==> config.mk <==
export PLATFORM = sky130hd
export DESIGN_NAME = usart_master_spi
export DESIGN_NICKNAME = d
export VERILOG_FILES = /design/src/mspi_pkg.sv /design/src/usart_master_spi.sv /design/src/rx_buffer.sv
export SDC_FILE = /design/constraint.sdc
export NUM_CORES = 1
export LEC_CHECK = 0
export ABC_AREA = 1
export BUFFER_PORTS_ARGS = -buffer_cell sky130_fd_sc_hd__buf_2
export CAP_MARGIN = 20
export CORE_MARGIN = 2
export CORE_UTILIZATION = 46
export CTS_CLUSTER_SIZE = 28
export DETAILED_ROUTE_END_ITERATION = 10
export PLACE_DENSITY = 0.64
export REMOVE_ABC_BUFFERS = 1
export SKIP_LAST_GASP = 1
export SYNTH_ARGS = -nofsm -noshare
export SYNTH_HDL_FRONTEND = slang
export SYNTH_SLANG_ARGS = --single-unit
==> constraint.sdc <==
create_clock -name clk_sys -period 2.4 [get_ports clk_sys]
set_clock_uncertainty 0.1 [all_clocks]
set_input_delay 0.36 -clock clk_sys [delete_from_list [all_inputs] [get_ports clk_sys]]
set_output_delay 0.36 -clock clk_sys [all_outputs]
set_load 0.03 [all_outputs]
==> src/mspi_pkg.sv <==
// Constants shared by the master-SPI serial unit and its receive buffer
package mspi_pkg;

    // ------------------------------------------------------------------
    // Register byte offsets on the APB slave
    // ------------------------------------------------------------------
    localparam logic [7:0] OFF_DATA    = 8'h00;
    localparam logic [7:0] OFF_STATUS  = 8'h04;
    localparam logic [7:0] OFF_CONTROL = 8'h08;
    localparam logic [7:0] OFF_CONFIG  = 8'h0C;
    localparam logic [7:0] OFF_BAUD    = 8'h10;

    // ------------------------------------------------------------------
    // Field positions
    // ------------------------------------------------------------------
    localparam int STS_RX_COMPLETE   = 7;
    localparam int STS_TX_COMPLETE   = 6;
    localparam int STS_TX_BUF_EMPTY  = 5;
    localparam int CTL_RX_IRQ_EN     = 7;
    localparam int CTL_TXC_IRQ_EN    = 6;
    localparam int CTL_TXE_IRQ_EN    = 5;
    localparam int CTL_RECEIVER_EN   = 4;
    localparam int CTL_TRANSMIT_EN   = 3;
    localparam int CFG_MODE_HI       = 7;
    localparam int CFG_MODE_LO       = 6;
    localparam int CFG_LSB_FIRST     = 2;
    localparam int CFG_PHASE         = 1;
    localparam int CFG_POLARITY      = 0;

    // ------------------------------------------------------------------
    // Reset values, encodings and sizes
    // ------------------------------------------------------------------
    localparam logic [7:0]  CONTROL_RESET  = 8'h00;
    localparam logic [7:0]  CONFIG_RESET   = 8'h06;
    localparam logic [7:0]  CONFIG_RW_MASK = 8'hC7;
    localparam logic [11:0] BAUD_RESET     = 12'h000;
    localparam logic [1:0]  MODE_ASYNC     = 2'h0;
    localparam logic [1:0]  MODE_SYNC      = 2'h1;
    localparam logic [1:0]  MODE_RESERVED  = 2'h2;
    localparam logic [1:0]  MODE_MASTER_SPI = 2'h3;
    localparam int          FRAME_BITS     = 8;
    localparam int          FRAME_EDGES    = 2 * FRAME_BITS;
    localparam int          BAUD_WIDTH     = 12;
    localparam int          RX_DEPTH       = 2;

    typedef enum logic [0:0] {ENG_IDLE, ENG_SHIFT} engine_state_t;

endpackage

==> src/usart_master_spi.sv <==
// Serial unit in master-only SPI mode with an APB register slave
//
// Implementation choices: the register offsets and register access over APB.
`timescale 1ns/1ps
module usart_master_spi
    import mspi_pkg::*;
(
    // Clock, reset and enable
    input  wire logic        clk_sys,
    input  wire logic        resetn,
    input  wire logic        clkEn,
    // APB slave
    input  wire logic        psel,
    input  wire logic        penable,
    input  wire logic        pwrite,
    input  wire logic [7:0]  paddr,
    input  wire logic [31:0] pwdata,
    output logic      [31:0] prdata,
    output logic             pready,
    output logic             pslverr,
    // Core interrupt side
    input  wire logic        globalIrqEnable,
    input  wire logic        txCompleteIrqAck,
    output logic             rxCompleteIrq,
    output logic             txCompleteIrq,
    output logic             txBufferEmptyIrq,
    // Serial pins
    input  wire logic        serialInPin,
    output logic             serialOutPin,
    output logic             serialOutOverride,
    output logic             serialInOverride,
    output logic             transferClockPin,
    output logic             transferClockOverride
);

    // ------------------------------------------------------------------
    // Declarations
    // ------------------------------------------------------------------
    logic [7:0]            control_r;
    logic [7:0]            config_r;
    logic [BAUD_WIDTH-1:0] baud_r;
    logic                  txEnActive_r;
    logic                  txComplete_r;
    logic [7:0]            txBuf_r;
    logic                  txBufFull_r;
    logic [7:0]            txShift_r;
    logic [7:0]            rxShift_r;
    engine_state_t         state_r;
    logic [BAUD_WIDTH-1:0] halfCnt_r;
    logic [4:0]            edgeIdx_r;
    logic                  sck_r;
    logic                  mosi_r;
    logic                  inMeta_r;
    logic                  inSync_r;
    logic                  setupPhase;
    logic                  accessDone;
    logic                  wrDone;
    logic                  rdDone;
    logic                  spiMode;
    logic                  lsbFirst;
    logic                  phase;
    logic                  halfTick;
    logic                  lastEdge;
    logic                  loadShift;
    logic                  frameDone;
    logic                  sampleEdge;
    logic                  driveEdge;
    logic                  rxPush;
    logic [7:0]            rxWord;
    logic                  rxNotEmpty;
    logic [7:0]            rxHead;
    logic                  rxPop;

    // ------------------------------------------------------------------
    // Helpers
    // ------------------------------------------------------------------
    function automatic logic [7:0] regSel(input logic [7:0] addr);
        regSel = addr;
    endfunction

    // Position of frame bit n inside a byte, for either bit order
    function automatic logic [2:0] bitPos(input logic [2:0] n,
                                          input logic       lsb);
        bitPos = lsb ? n : 3'(3'h7 - n);
    endfunction

    function automatic logic mapped(input logic [7:0] addr);
        mapped = (addr == OFF_DATA) || (addr == OFF_STATUS) ||
                 (addr == OFF_CONTROL) || (addr == OFF_CONFIG) ||
                 (addr == OFF_BAUD);
    endfunction

    // ------------------------------------------------------------------
    // APB handshake
    // ------------------------------------------------------------------
    assign setupPhase = psel && !penable;
    assign accessDone = psel && penable && pready;
    assign wrDone     = accessDone && pwrite && !pslverr;
    assign rdDone     = accessDone && !pwrite && !pslverr;

    // One wait-free access phase; read data captured in setup
    always_ff @(posedge clk_sys or negedge resetn) begin
        if (!resetn) begin
            pready  <= 1'b0;
            pslverr <= 1'b0;
        end else if (clkEn) begin
            pready  <= setupPhase;
            pslverr <= setupPhase && !mapped(paddr);
        end
    end

    always_ff @(posedge clk_sys or negedge resetn) begin
        if (!resetn) begin
            prdata <= '0;
        end else if (clkEn && setupPhase) begin
            prdata <= '0;
            unique case (regSel(paddr))
                OFF_DATA:    prdata[7:0] <= rxHead;
                // Error flags stay zero in this mode
                OFF_STATUS:  prdata[7:0] <= {rxNotEmpty, txComplete_r,
                                             !txBufFull_r, 5'h00};
                OFF_CONTROL: prdata[7:0] <= control_r;
                OFF_CONFIG:  prdata[7:0] <= config_r & CONFIG_RW_MASK;
                OFF_BAUD:    prdata[BAUD_WIDTH-1:0] <= baud_r;
                default:     prdata <= '0;
            endcase
        end
    end

    // ------------------------------------------------------------------
    // Control, configuration and baud registers
    // ------------------------------------------------------------------
    // Only defined bits are stored; no collision or double-speed bit
    always_ff @(posedge clk_sys or negedge resetn) begin
        if (!resetn) begin
            control_r <= CONTROL_RESET;
        end else if (clkEn && wrDone && paddr == OFF_CONTROL) begin
            control_r <= pwdata[7:0] & 8'hF8;
        end
    end

    // One write carries mode, order, phase and polarity together
    always_ff @(posedge clk_sys or negedge resetn) begin
        if (!resetn) begin
            config_r <= CONFIG_RESET;
        end else if (clkEn && wrDone && paddr == OFF_CONFIG) begin
            config_r <= pwdata[7:0] & CONFIG_RW_MASK;
        end
    end

    always_ff @(posedge clk_sys or negedge resetn) begin
        if (!resetn) begin
            baud_r <= BAUD_RESET;
        end else if (clkEn && wrDone && paddr == OFF_BAUD) begin
            baud_r <= pwdata[BAUD_WIDTH-1:0];
        end
    end

    // Only the master SPI encoding runs the engine here
    assign spiMode  = {config_r[CFG_MODE_HI], config_r[CFG_MODE_LO]} ==
                      MODE_MASTER_SPI;
    assign lsbFirst = config_r[CFG_LSB_FIRST];
    assign phase    = config_r[CFG_PHASE];

    // ------------------------------------------------------------------
    // Transmitter enable with deferred disable
    // ------------------------------------------------------------------
    // A cleared enable waits until shifter and buffer drain
    always_ff @(posedge clk_sys or negedge resetn) begin
        if (!resetn) begin
            txEnActive_r <= 1'b0;
        end else if (clkEn) begin
            if (control_r[CTL_TRANSMIT_EN]) begin
                txEnActive_r <= 1'b1;
            end else if (state_r == ENG_IDLE && !txBufFull_r) begin
                txEnActive_r <= 1'b0;
            end
        end
    end

    // ------------------------------------------------------------------
    // Transmit holding register
    // ------------------------------------------------------------------
    // Writes into a full holding register are ignored, nothing flags it
    always_ff @(posedge clk_sys or negedge resetn) begin
        if (!resetn) begin
            txBuf_r     <= '0;
            txBufFull_r <= 1'b0;
        end else if (clkEn) begin
            if (wrDone && paddr == OFF_DATA && !txBufFull_r) begin
                txBuf_r     <= pwdata[7:0];
                txBufFull_r <= 1'b1;
            end else if (loadShift) begin
                txBufFull_r <= 1'b0;
            end
        end
    end

    // ------------------------------------------------------------------
    // Transmit-complete flag
    // ------------------------------------------------------------------
    // Hardware set wins over service or software clear
    always_ff @(posedge clk_sys or negedge resetn) begin
        if (!resetn) begin
            txComplete_r <= 1'b0;
        end else if (clkEn) begin
            if (frameDone && !txBufFull_r) begin
                txComplete_r <= 1'b1;
            end else if (txCompleteIrqAck) begin
                txComplete_r <= 1'b0;
            end else if (wrDone && paddr == OFF_STATUS &&
                         pwdata[STS_TX_COMPLETE]) begin
                txComplete_r <= 1'b0;
            end
        end
    end

    // ------------------------------------------------------------------
    // Shift engine and clock generation
    // ------------------------------------------------------------------
    // The transmitter owns the clock, so without it nothing moves
    assign loadShift  = clkEn && state_r == ENG_IDLE && txBufFull_r &&
                        txEnActive_r && spiMode;
    // Half period is divisor plus one system cycles
    assign halfTick   = state_r == ENG_SHIFT && halfCnt_r == baud_r;
    assign lastEdge   = edgeIdx_r == 5'(FRAME_EDGES - 1);
    assign frameDone  = clkEn && halfTick && lastEdge;
    // Leading edges are even; phase picks the sampling edge
    assign sampleEdge = halfTick && (edgeIdx_r[0] == phase);
    assign driveEdge  = halfTick && (edgeIdx_r[0] != phase) && !lastEdge;

    always_ff @(posedge clk_sys or negedge resetn) begin
        if (!resetn) begin
            state_r   <= ENG_IDLE;
            halfCnt_r <= '0;
            edgeIdx_r <= '0;
            txShift_r <= '0;
        end else if (clkEn) begin
            unique case (state_r)
                ENG_IDLE: begin
                    halfCnt_r <= '0;
                    edgeIdx_r <= '0;
                    if (loadShift) begin
                        txShift_r <= txBuf_r;
                        state_r   <= ENG_SHIFT;
                    end
                end
                ENG_SHIFT: begin
                    if (halfTick) begin
                        halfCnt_r <= '0;
                        edgeIdx_r <= 5'(edgeIdx_r + 1'b1);
                        if (lastEdge) begin
                            state_r <= ENG_IDLE;
                        end
                    end else begin
                        halfCnt_r <= BAUD_WIDTH'(halfCnt_r + 1'b1);
                    end
                end
            endcase
        end
    end

    // Clock idles at the polarity level and toggles each half period
    always_ff @(posedge clk_sys or negedge resetn) begin
        if (!resetn) begin
            sck_r <= 1'b0;
        end else if (clkEn) begin
            if (state_r == ENG_IDLE) begin
                sck_r <= config_r[CFG_POLARITY];
            end else if (halfTick) begin
                sck_r <= !sck_r;
            end
        end
    end

    // Data line idles high; first bit leads the clock in phase 0
    always_ff @(posedge clk_sys or negedge resetn) begin
        if (!resetn) begin
            mosi_r <= 1'b1;
        end else if (clkEn) begin
            if (loadShift && !phase) begin
                mosi_r <= txBuf_r[bitPos(3'h0, lsbFirst)];
            end else if (state_r == ENG_SHIFT && phase && halfTick &&
                         !edgeIdx_r[0]) begin
                mosi_r <= txShift_r[bitPos(edgeIdx_r[3:1], lsbFirst)];
            end else if (driveEdge) begin
                mosi_r <= txShift_r[bitPos(3'(edgeIdx_r[3:1] + 1'b1),
                                           lsbFirst)];
            end else if (state_r == ENG_IDLE && !loadShift) begin
                mosi_r <= 1'b1;
            end
        end
    end

    // ------------------------------------------------------------------
    // Receive path
    // ------------------------------------------------------------------
    // The pin is asynchronous to the system clock
    always_ff @(posedge clk_sys or negedge resetn) begin
        if (!resetn) begin
            inMeta_r <= 1'b1;
            inSync_r <= 1'b1;
        end else if (clkEn) begin
            inMeta_r <= serialInPin;
            inSync_r <= inMeta_r;
        end
    end

    always_ff @(posedge clk_sys or negedge resetn) begin
        if (!resetn) begin
            rxShift_r <= '0;
        end else if (clkEn && sampleEdge) begin
            rxShift_r[bitPos(edgeIdx_r[3:1], lsbFirst)] <= inSync_r;
        end
    end

    // The final sample is merged so the byte lands with the last edge
    always_comb begin
        rxWord = rxShift_r;
        if (sampleEdge) begin
            rxWord[bitPos(edgeIdx_r[3:1], lsbFirst)] = inSync_r;
        end
    end

    assign rxPush = frameDone && control_r[CTL_RECEIVER_EN];
    assign rxPop  = rdDone && paddr == OFF_DATA;

    // Two entries: the extra level beyond the shifter
    rx_buffer #(
        .WIDTH (8),
        .DEPTH (RX_DEPTH)
    ) u_rx_buffer (
        .clk_sys  (clk_sys),
        .resetn   (resetn),
        .clkEn    (clkEn),
        .flush    (!control_r[CTL_RECEIVER_EN]),
        .push     (rxPush),
        .wrData   (rxWord),
        .pop      (rxPop),
        .notEmpty (rxNotEmpty),
        .full     (),
        .headData (rxHead)
    );

    // ------------------------------------------------------------------
    // Interrupt requests and pin outputs
    // ------------------------------------------------------------------
    always_ff @(posedge clk_sys or negedge resetn) begin
        if (!resetn) begin
            rxCompleteIrq    <= 1'b0;
            txCompleteIrq    <= 1'b0;
            txBufferEmptyIrq <= 1'b0;
        end else if (clkEn) begin
            rxCompleteIrq    <= control_r[CTL_RX_IRQ_EN] &&
                                globalIrqEnable && rxNotEmpty;
            txCompleteIrq    <= control_r[CTL_TXC_IRQ_EN] &&
                                globalIrqEnable && txComplete_r;
            txBufferEmptyIrq <= control_r[CTL_TXE_IRQ_EN] &&
                                globalIrqEnable && !txBufFull_r;
        end
    end

    // No select pin: slaves are chosen outside this block
    always_ff @(posedge clk_sys or negedge resetn) begin
        if (!resetn) begin
            serialOutPin          <= 1'b1;
            serialOutOverride     <= 1'b0;
            serialInOverride      <= 1'b0;
            transferClockPin      <= 1'b0;
            transferClockOverride <= 1'b0;
        end else if (clkEn) begin
            serialOutPin          <= mosi_r;
            serialOutOverride     <= txEnActive_r;
            serialInOverride      <= control_r[CTL_RECEIVER_EN];
            transferClockPin      <= sck_r;
            transferClockOverride <= txEnActive_r;
        end
    end

endmodule

==> src/rx_buffer.sv <==
// Small receive buffer whose head word comes out of a register
`timescale 1ns/1ps
module rx_buffer
    import mspi_pkg::*;
#(
    parameter int WIDTH = 8,
    parameter int DEPTH = RX_DEPTH
) (
    // Clock and reset
    input  wire logic             clk_sys,
    input  wire logic             resetn,
    input  wire logic             clkEn,
    // Control
    input  wire logic             flush,
    input  wire logic             push,
    input  wire logic [WIDTH-1:0] wrData,
    input  wire logic             pop,
    // Status
    output logic                  notEmpty,
    output logic                  full,
    output logic      [WIDTH-1:0] headData
);
    localparam int PW = (DEPTH > 1) ? $clog2(DEPTH) : 1;
    localparam logic [PW:0] DEPTH_C = (PW + 1)'(DEPTH);

    logic [WIDTH-1:0] mem [DEPTH];
    logic [PW-1:0]    wrPtr_r;
    logic [PW-1:0]    rdPtr_r;
    logic [PW:0]      count_r;
    logic             doPush;
    logic             doPop;
    logic [PW-1:0]    headIdx;

    // A push into a full buffer is dropped so older bytes survive
    assign doPush  = push && (count_r != DEPTH_C);
    assign doPop   = pop && (count_r != '0);
    assign headIdx = doPop ? PW'(rdPtr_r + 1'b1) : rdPtr_r;

    always_ff @(posedge clk_sys) begin
        if (clkEn && doPush) begin
            mem[wrPtr_r] <= wrData;
        end
    end

    always_ff @(posedge clk_sys or negedge resetn) begin
        if (!resetn) begin
            wrPtr_r <= '0;
            rdPtr_r <= '0;
            count_r <= '0;
        end else if (clkEn) begin
            if (flush) begin
                wrPtr_r <= '0;
                rdPtr_r <= '0;
                count_r <= '0;
            end else begin
                if (doPush) begin
                    wrPtr_r <= PW'(wrPtr_r + 1'b1);
                end
                if (doPop) begin
                    rdPtr_r <= PW'(rdPtr_r + 1'b1);
                end
                count_r <= count_r + (PW + 1)'(doPush) - (PW + 1)'(doPop);
            end
        end
    end

    // Head register follows the entry at the new read pointer
    always_ff @(posedge clk_sys or negedge resetn) begin
        if (!resetn) begin
            headData <= '0;
        end else if (clkEn) begin
            if (doPush && (headIdx == wrPtr_r)) begin
                headData <= wrData;
            end else begin
                headData <= mem[headIdx];
            end
        end
    end

    assign notEmpty = (count_r != '0);
    assign full     = (count_r == DEPTH_C);

endmodule

After elaboration in Yosys (flattened, before gate mapping)
Memory sizes are Yosys's and may differ from the RTL's. A register that Yosys moved wholly into a read port is not among the register bits.
Cells that the tools add are included.
{ "op_classes": {"add_sub_neg": 9, "n_lt_le_gt_ge": 4, "n_eq_ne": 12, "muxes": 43, "n_bitwise": 1, "n_reduce_logical": 76} }
{ "ops": {"columns": ["operator", "count"], "rows": [
  ["1-bit logical AND", 47],
  ["8-bit case mux with 5 select lines", 1],
  ["1-bit 2-to-1 mux", 26],
  ["12-bit case mux with 2 select lines", 1],
  ["8-bit by 4-bit equality test with 1-bit output (second input constant)", 2],
  ["2-bit AND reduction", 7],
  ["12-bit by 1-bit adder with 12-bit output (second input constant)", 1],
  ["12-bit equality test", 1],
  ["3-bit by 4-bit less-than comparator with 1-bit output (second input constant)", 3],
  ["12-bit 2-to-1 mux", 1],
  ["1-bit zero test", 11],
  ["5-bit case mux with 2 select lines", 1],
  ["1-bit binary-select mux with 3-bit select", 3],
  ["3-bit 2-to-1 mux", 3],
  ["8-bit bitwise mux", 1],
  ["8-bit by 3-bit equality test with 1-bit output (second input constant)", 1],
  ["8-bit by 5-bit equality test with 1-bit output (second input constant)", 1],
  ["8-bit zero test", 1],
  ["8-bit 2-to-1 mux", 1],
  ["2-bit nonzero test", 3],
  ["3-bit subtractor (first input constant)", 2],
  ["5-bit by 1-bit adder with 5-bit output (second input constant)", 1],
  ["5-bit by 4-bit equality test with 1-bit output (second input constant)", 1],
  ["5-bit 2-to-1 mux", 1],
  ["other kinds (19)", 24]
]} }
{ "word_totals": {"register_bits": 96, "mem_bits_rw": 16, "output_inout_bits": 42, "n_memories": 1} }
{ "mem_list": {"columns": ["memory", "depth", "word_bits", "read_ports", "rd_ports_with_merged_regs", "write_ports", "line_no", "text"], "rows": [
  ["u_rx_buffer.mem", 2, 8, 1, 1, 1, "rx_buffer.sv:26", "logic [WIDTH-1:0] mem [DEPTH];"]
]} }

Depth between registers and ports, before layout
{ "logic_depth": {"word_depth": 11, "ltp_mapped": 15, "depth_no_buf": 14} }

Modules after synthesis
From an unflattened synthesis, not the netlist that was laid out.
{ "hier_totals": {"cells_unflattened": 806, "area_unflattened_um2": 6578.8} }
{ "by_module_without_submodules": {"columns": ["mod", "n_inst", "cells_each", "area_each_um2", "seq_area_each_um2"], "rows": [
  ["usart_master_spi", 1, 668, 5253.8, 2309.7],
  ["rx_buffer", 1, 138, 1325.0, 780.7]
]} }

Worst setup path before layout
Ideal clock, no wire load.
{ "synth_timing": {"path_type": "reg-to-reg", "startpoint": "register halfCnt_r[3]", "endpoint": "memory u_rx_buffer.mem[0][0], enable pin", "setup_time_ps": 373, "t_arrival_ps": 1577, "path_slack_ps": 350, "stages_incl_launch_ff": 7, "synth_period_minus_slack_ps": 2050, "path_cell_list": "dfrtp_1 buf_2 xnor2_1 nand3_1 nor2_4 nand4_4 nor2_1"} }
{ "synth_via": {"elab_chain_len": 9} }
{ "synth_rtl": {"columns": ["element", "line_no", "text"], "rows": [
  ["start, declared", "usart_master_spi.sv:49", "logic [BAUD_WIDTH-1:0] halfCnt_r;"],
  ["start signal, assigned", "usart_master_spi.sv:256", "halfCnt_r <= BAUD_WIDTH'(halfCnt_r + 1'b1);"],
  ["12-bit equality test", "usart_master_spi.sv:225", "assign halfTick = state_r == ENG_SHIFT && halfCnt_r == baud_r;"],
  ["1-bit logical AND", "usart_master_spi.sv:225", null],
  ["1-bit logical AND (2 in series)", "usart_master_spi.sv:227", "assign frameDone = clkEn && halfTick && lastEdge;"],
  ["1-bit logical AND", "usart_master_spi.sv:325", "assign rxPush = frameDone && control_r[CTL_RECEIVER_EN];"],
  ["1-bit logical AND", "rx_buffer.sv:35", "assign doPush = push && (count_r != DEPTH_C);"],
  ["1-bit logical AND", "rx_buffer.sv:40", "if (clkEn && doPush) begin"],
  ["1-bit 2-to-1 mux", "rx_buffer.sv:40", null],
  ["1-bit 2-to-1 mux (not written as such)", "rx_buffer.sv:41", "mem[wrPtr_r] <= wrData;"],
  ["end, declared", "rx_buffer.sv:26", null]
]} }
Every way passes these cells.

==> impl_metrics.toml <==
[run_status]
outcome = "complete, no violations"

[route]
antenna_left = 0
drt_iter0_markers = 431
via_count = 5446
vias_per_cell = 5.01
drc = 0
wl_per_cell_um = 14.3
routed_wl_um = 15600
drtPass1Iterations = 5

[clock_tree]
clkLatencyLatePin_ps = 420
cts_setup_buffers = 0
cts_buffer_depth = 2
cts_tree = "built"
htree_levels = 4
cts_buffers = 17
cts.clk_slew.worst_paths_ps = 60
clock-sinks = 120
cts_root_buf = "clkbuf_16"
cts-resized-gates = 0

[critical_path]
slowest_stage = "dfstp_2"
cp.arrival_ps = 2280
slowest_delay_ps = 630
crit_path_frequent_cell = "nand2_1"
crit_type = "reg2reg"
crit_path_max_fanout = 10
crit_chain = "buf_4 -> xor2_2 -> nand4_1 -> nand2_1 -> nand4_1 -> nand2_1 -> nand2_1 -> nand3_1 -> nand2_1"
required_ps = 2600
crit_path_start_kind = "flip-flop"
end_kind = "flip-flop"

[cells_and_area]
final_nets = 950
final_util_pct = 54.8
mostFrequentLayoutCells = "nand2_1 (282), dfrtp_1 (98), inv_1 (93), o21ai_0 (65), buf_2 (49)"
n_antenna_cell = 0
final_common_cell = "nand2_1"
syn2layout_area_growth_pct = 15.8
drive_gt1_share_pct = 16.5

[floorplan]
die_area_um2 = 15300
dieHeight_um = 124
start_util_pct = 47.3
die_w_um = 124
coreArea_um2 = 13900
rows = 43
io_pins = 91

[power_and_ir_drop]
ir_drop_mv = 0.481
power_leakage_nw = 3.81
power.density_nw_per_um2 = 724

[synth]
synthCells = 833
avgSynthCellArea_um2 = 7.91
ys_types = 46
synth_area_um2 = 6590
synth-main-ff-cell = "dfrtp_1"
ys_seq_area_share_pct = 46.9
async_flop_share_pct = 86.7
ys_ff_latch = 120
yosysWarnings = 0
synth_edf_count = 16

[timing]
max_clock_freq_mhz = 481
rsz0062_at_grt = "no"
min_period_ps = 2080
fin_tns_setup_ps = 0
tightest_slew_ps = 675
slew_headroom_pct = 55.0
hold_viol = 0
finalSetupViolations = 0
drv_slew = 0
finalCritPeriodShare_pct = 86.6

[placed_design]
place_congestion = 0.861
portBuffers = 50
dp_hpwl_um = 11100

[global_routing]
grt.total_usage_pct = 22.3
antenna_found_initial = 0
grt_pass1_vias = 5008
grt_max_degree = 65
grt_pass1_wl_um = 25600
grt_overflow = 0

[job]
cap_violations = 0

[worst_hold_path]
min_path_type = "in2reg"
-- Yosys cell counts, types with 2 or more instances --
library cell	instances	area [µm²]
a31oi_1	3	18.8
ha_1	6	75.1
nor2_4	5	56.3
buf_4	26	195
o211ai_1	3	22.5
nand3_1	41	205
dfrtp_1	98	2450
nor3_1	5	25.0
dfstp_2	6	158
nand4_4	2	42.5
clkbuf_1	10	37.5
o21ai_0	65	325
nor2_1	40	150
edfxtp_1	16	480
nand2_2	5	31.3
inv_1	93	349
nand2_1	282	1060
nand2_4	5	56.3
nor2_2	6	37.5
buf_6	5	56.3
nand3_2	5	50.1
o31ai_1	6	45.0
xnor2_1	4	35.0
o22ai_1	2	12.5
nand4_1	22	138
xor2_1	9	78.8
nor4_1	4	25.0
buf_2	5	25.0
a21oi_1	17	85.1
inv_2	9	33.8
o21ai_1	13	65.1
-- cell families (layout without fill, tap and decap cells) --
group / count (synthesis) / count (layout) / share of synthesized area [%]
AO/OA/AOI/OAI: 113 / 113 / 9.19
XOR/XNOR: 15 / 15 / 2.22
adder cells (fa/ha/maj): 6 / 6 / 1.14
buffers and inverters: 150 / 206 / 10.7
flip-flops: 120 / 120 / 46.9
other: 1 / 20 / 0.0569
AND/OR/NAND/NOR: 428 / 428 / 29.8
-- through the flow --
stage               hold slack (ps)  power [W]  instance area (µm²)  std cells  worst slack (ps)
floorplan                     -35.6    0.00260                 6350        806               247
global placement                297    0.00278                 6980       1055               355
detailed placement              300    0.00279                 6980       1055               299
CTS                            23.1    0.00558                 7640       1088               319
global route                   31.6    0.00576                 7640       1088               103
finish                         38.3    0.00553                 7640       1088               322
-- worst max-delay path, delay by kind of cell (launching register included) --
family / cells / cell delay [ps]
simple gates: 7 / 680
xor+xnor: 1 / 380
flops: 1 / 630
buf+inv: 1 / 180
-- layout make-up --
| class | instances | area [µm²] |
|---|---|---|
| timing repair buffer | 70 | 418 |
| sequential | 120 | 3090 |
| clock buffer | 19 | 443 |
| multi-input combinational | 582 | 2870 |
| tap | 180 | 225 |
| inverter | 104 | 393 |
| clock inverter | 13 | 201 |
| fill | 1302 | 6300 |
-- routing by layer --
layer / routed length [µm] / vias to the layer above / GRT usage [%]
met4: 184 / 0 / 6.96
li1: - / 2758 / -
met1: 7570 / 2533 / 31.5
met3: 797 / 14 / 4.95
met2: 7040 / 141 / 34.3
met5: 0 / - / 0
-- timing repair --
action	in CTS	in global routing
endpoints found under the hold margin	98	0
hold buffers	1	0
endpoints found under the setup margin	0	0
-- power by group --
group / leakage (nW) / internal (W) / total [W] / switching (W)
Sequential: 1.49 / 0.00214 / 0.00224 / 0.0000970
Clock: 0.310 / 0.00186 / 0.00278 / 0.000915
Combinational: 2.01 / 0.000165 / 0.000517 / 0.000351
Total: 3.81 / 0.00417 / 0.00553 / 0.00136
-- registers in the layout, indices dropped and copies added, names as in the netlist, 8 cells and up --
register and cells:
rxShift_r 8, prdata 12, txBuf_r 8, halfCnt_r 12
u_rx_buffer.headData 8, baud_r 12, u_rx_buffer.mem 16, txShift_r 8
-- worst paths after layout --
path                       cells after the start          from                       to  slack (ps)
max in group asynchronous                      3        resetn                   pready        1350
min                                            3   serialInPin                 inMeta_r          40
max                                            9   config_r[2]  u_rx_buffer.headData[0]         320
max reg2reg                                    9   config_r[2]  u_rx_buffer.headData[0]         320
min reg2reg                                    2  serialOutPin             serialOutPin         360
min in group asynchronous                      3        resetn            halfCnt_r[10]         370
(Power assumes the default switching activity.)
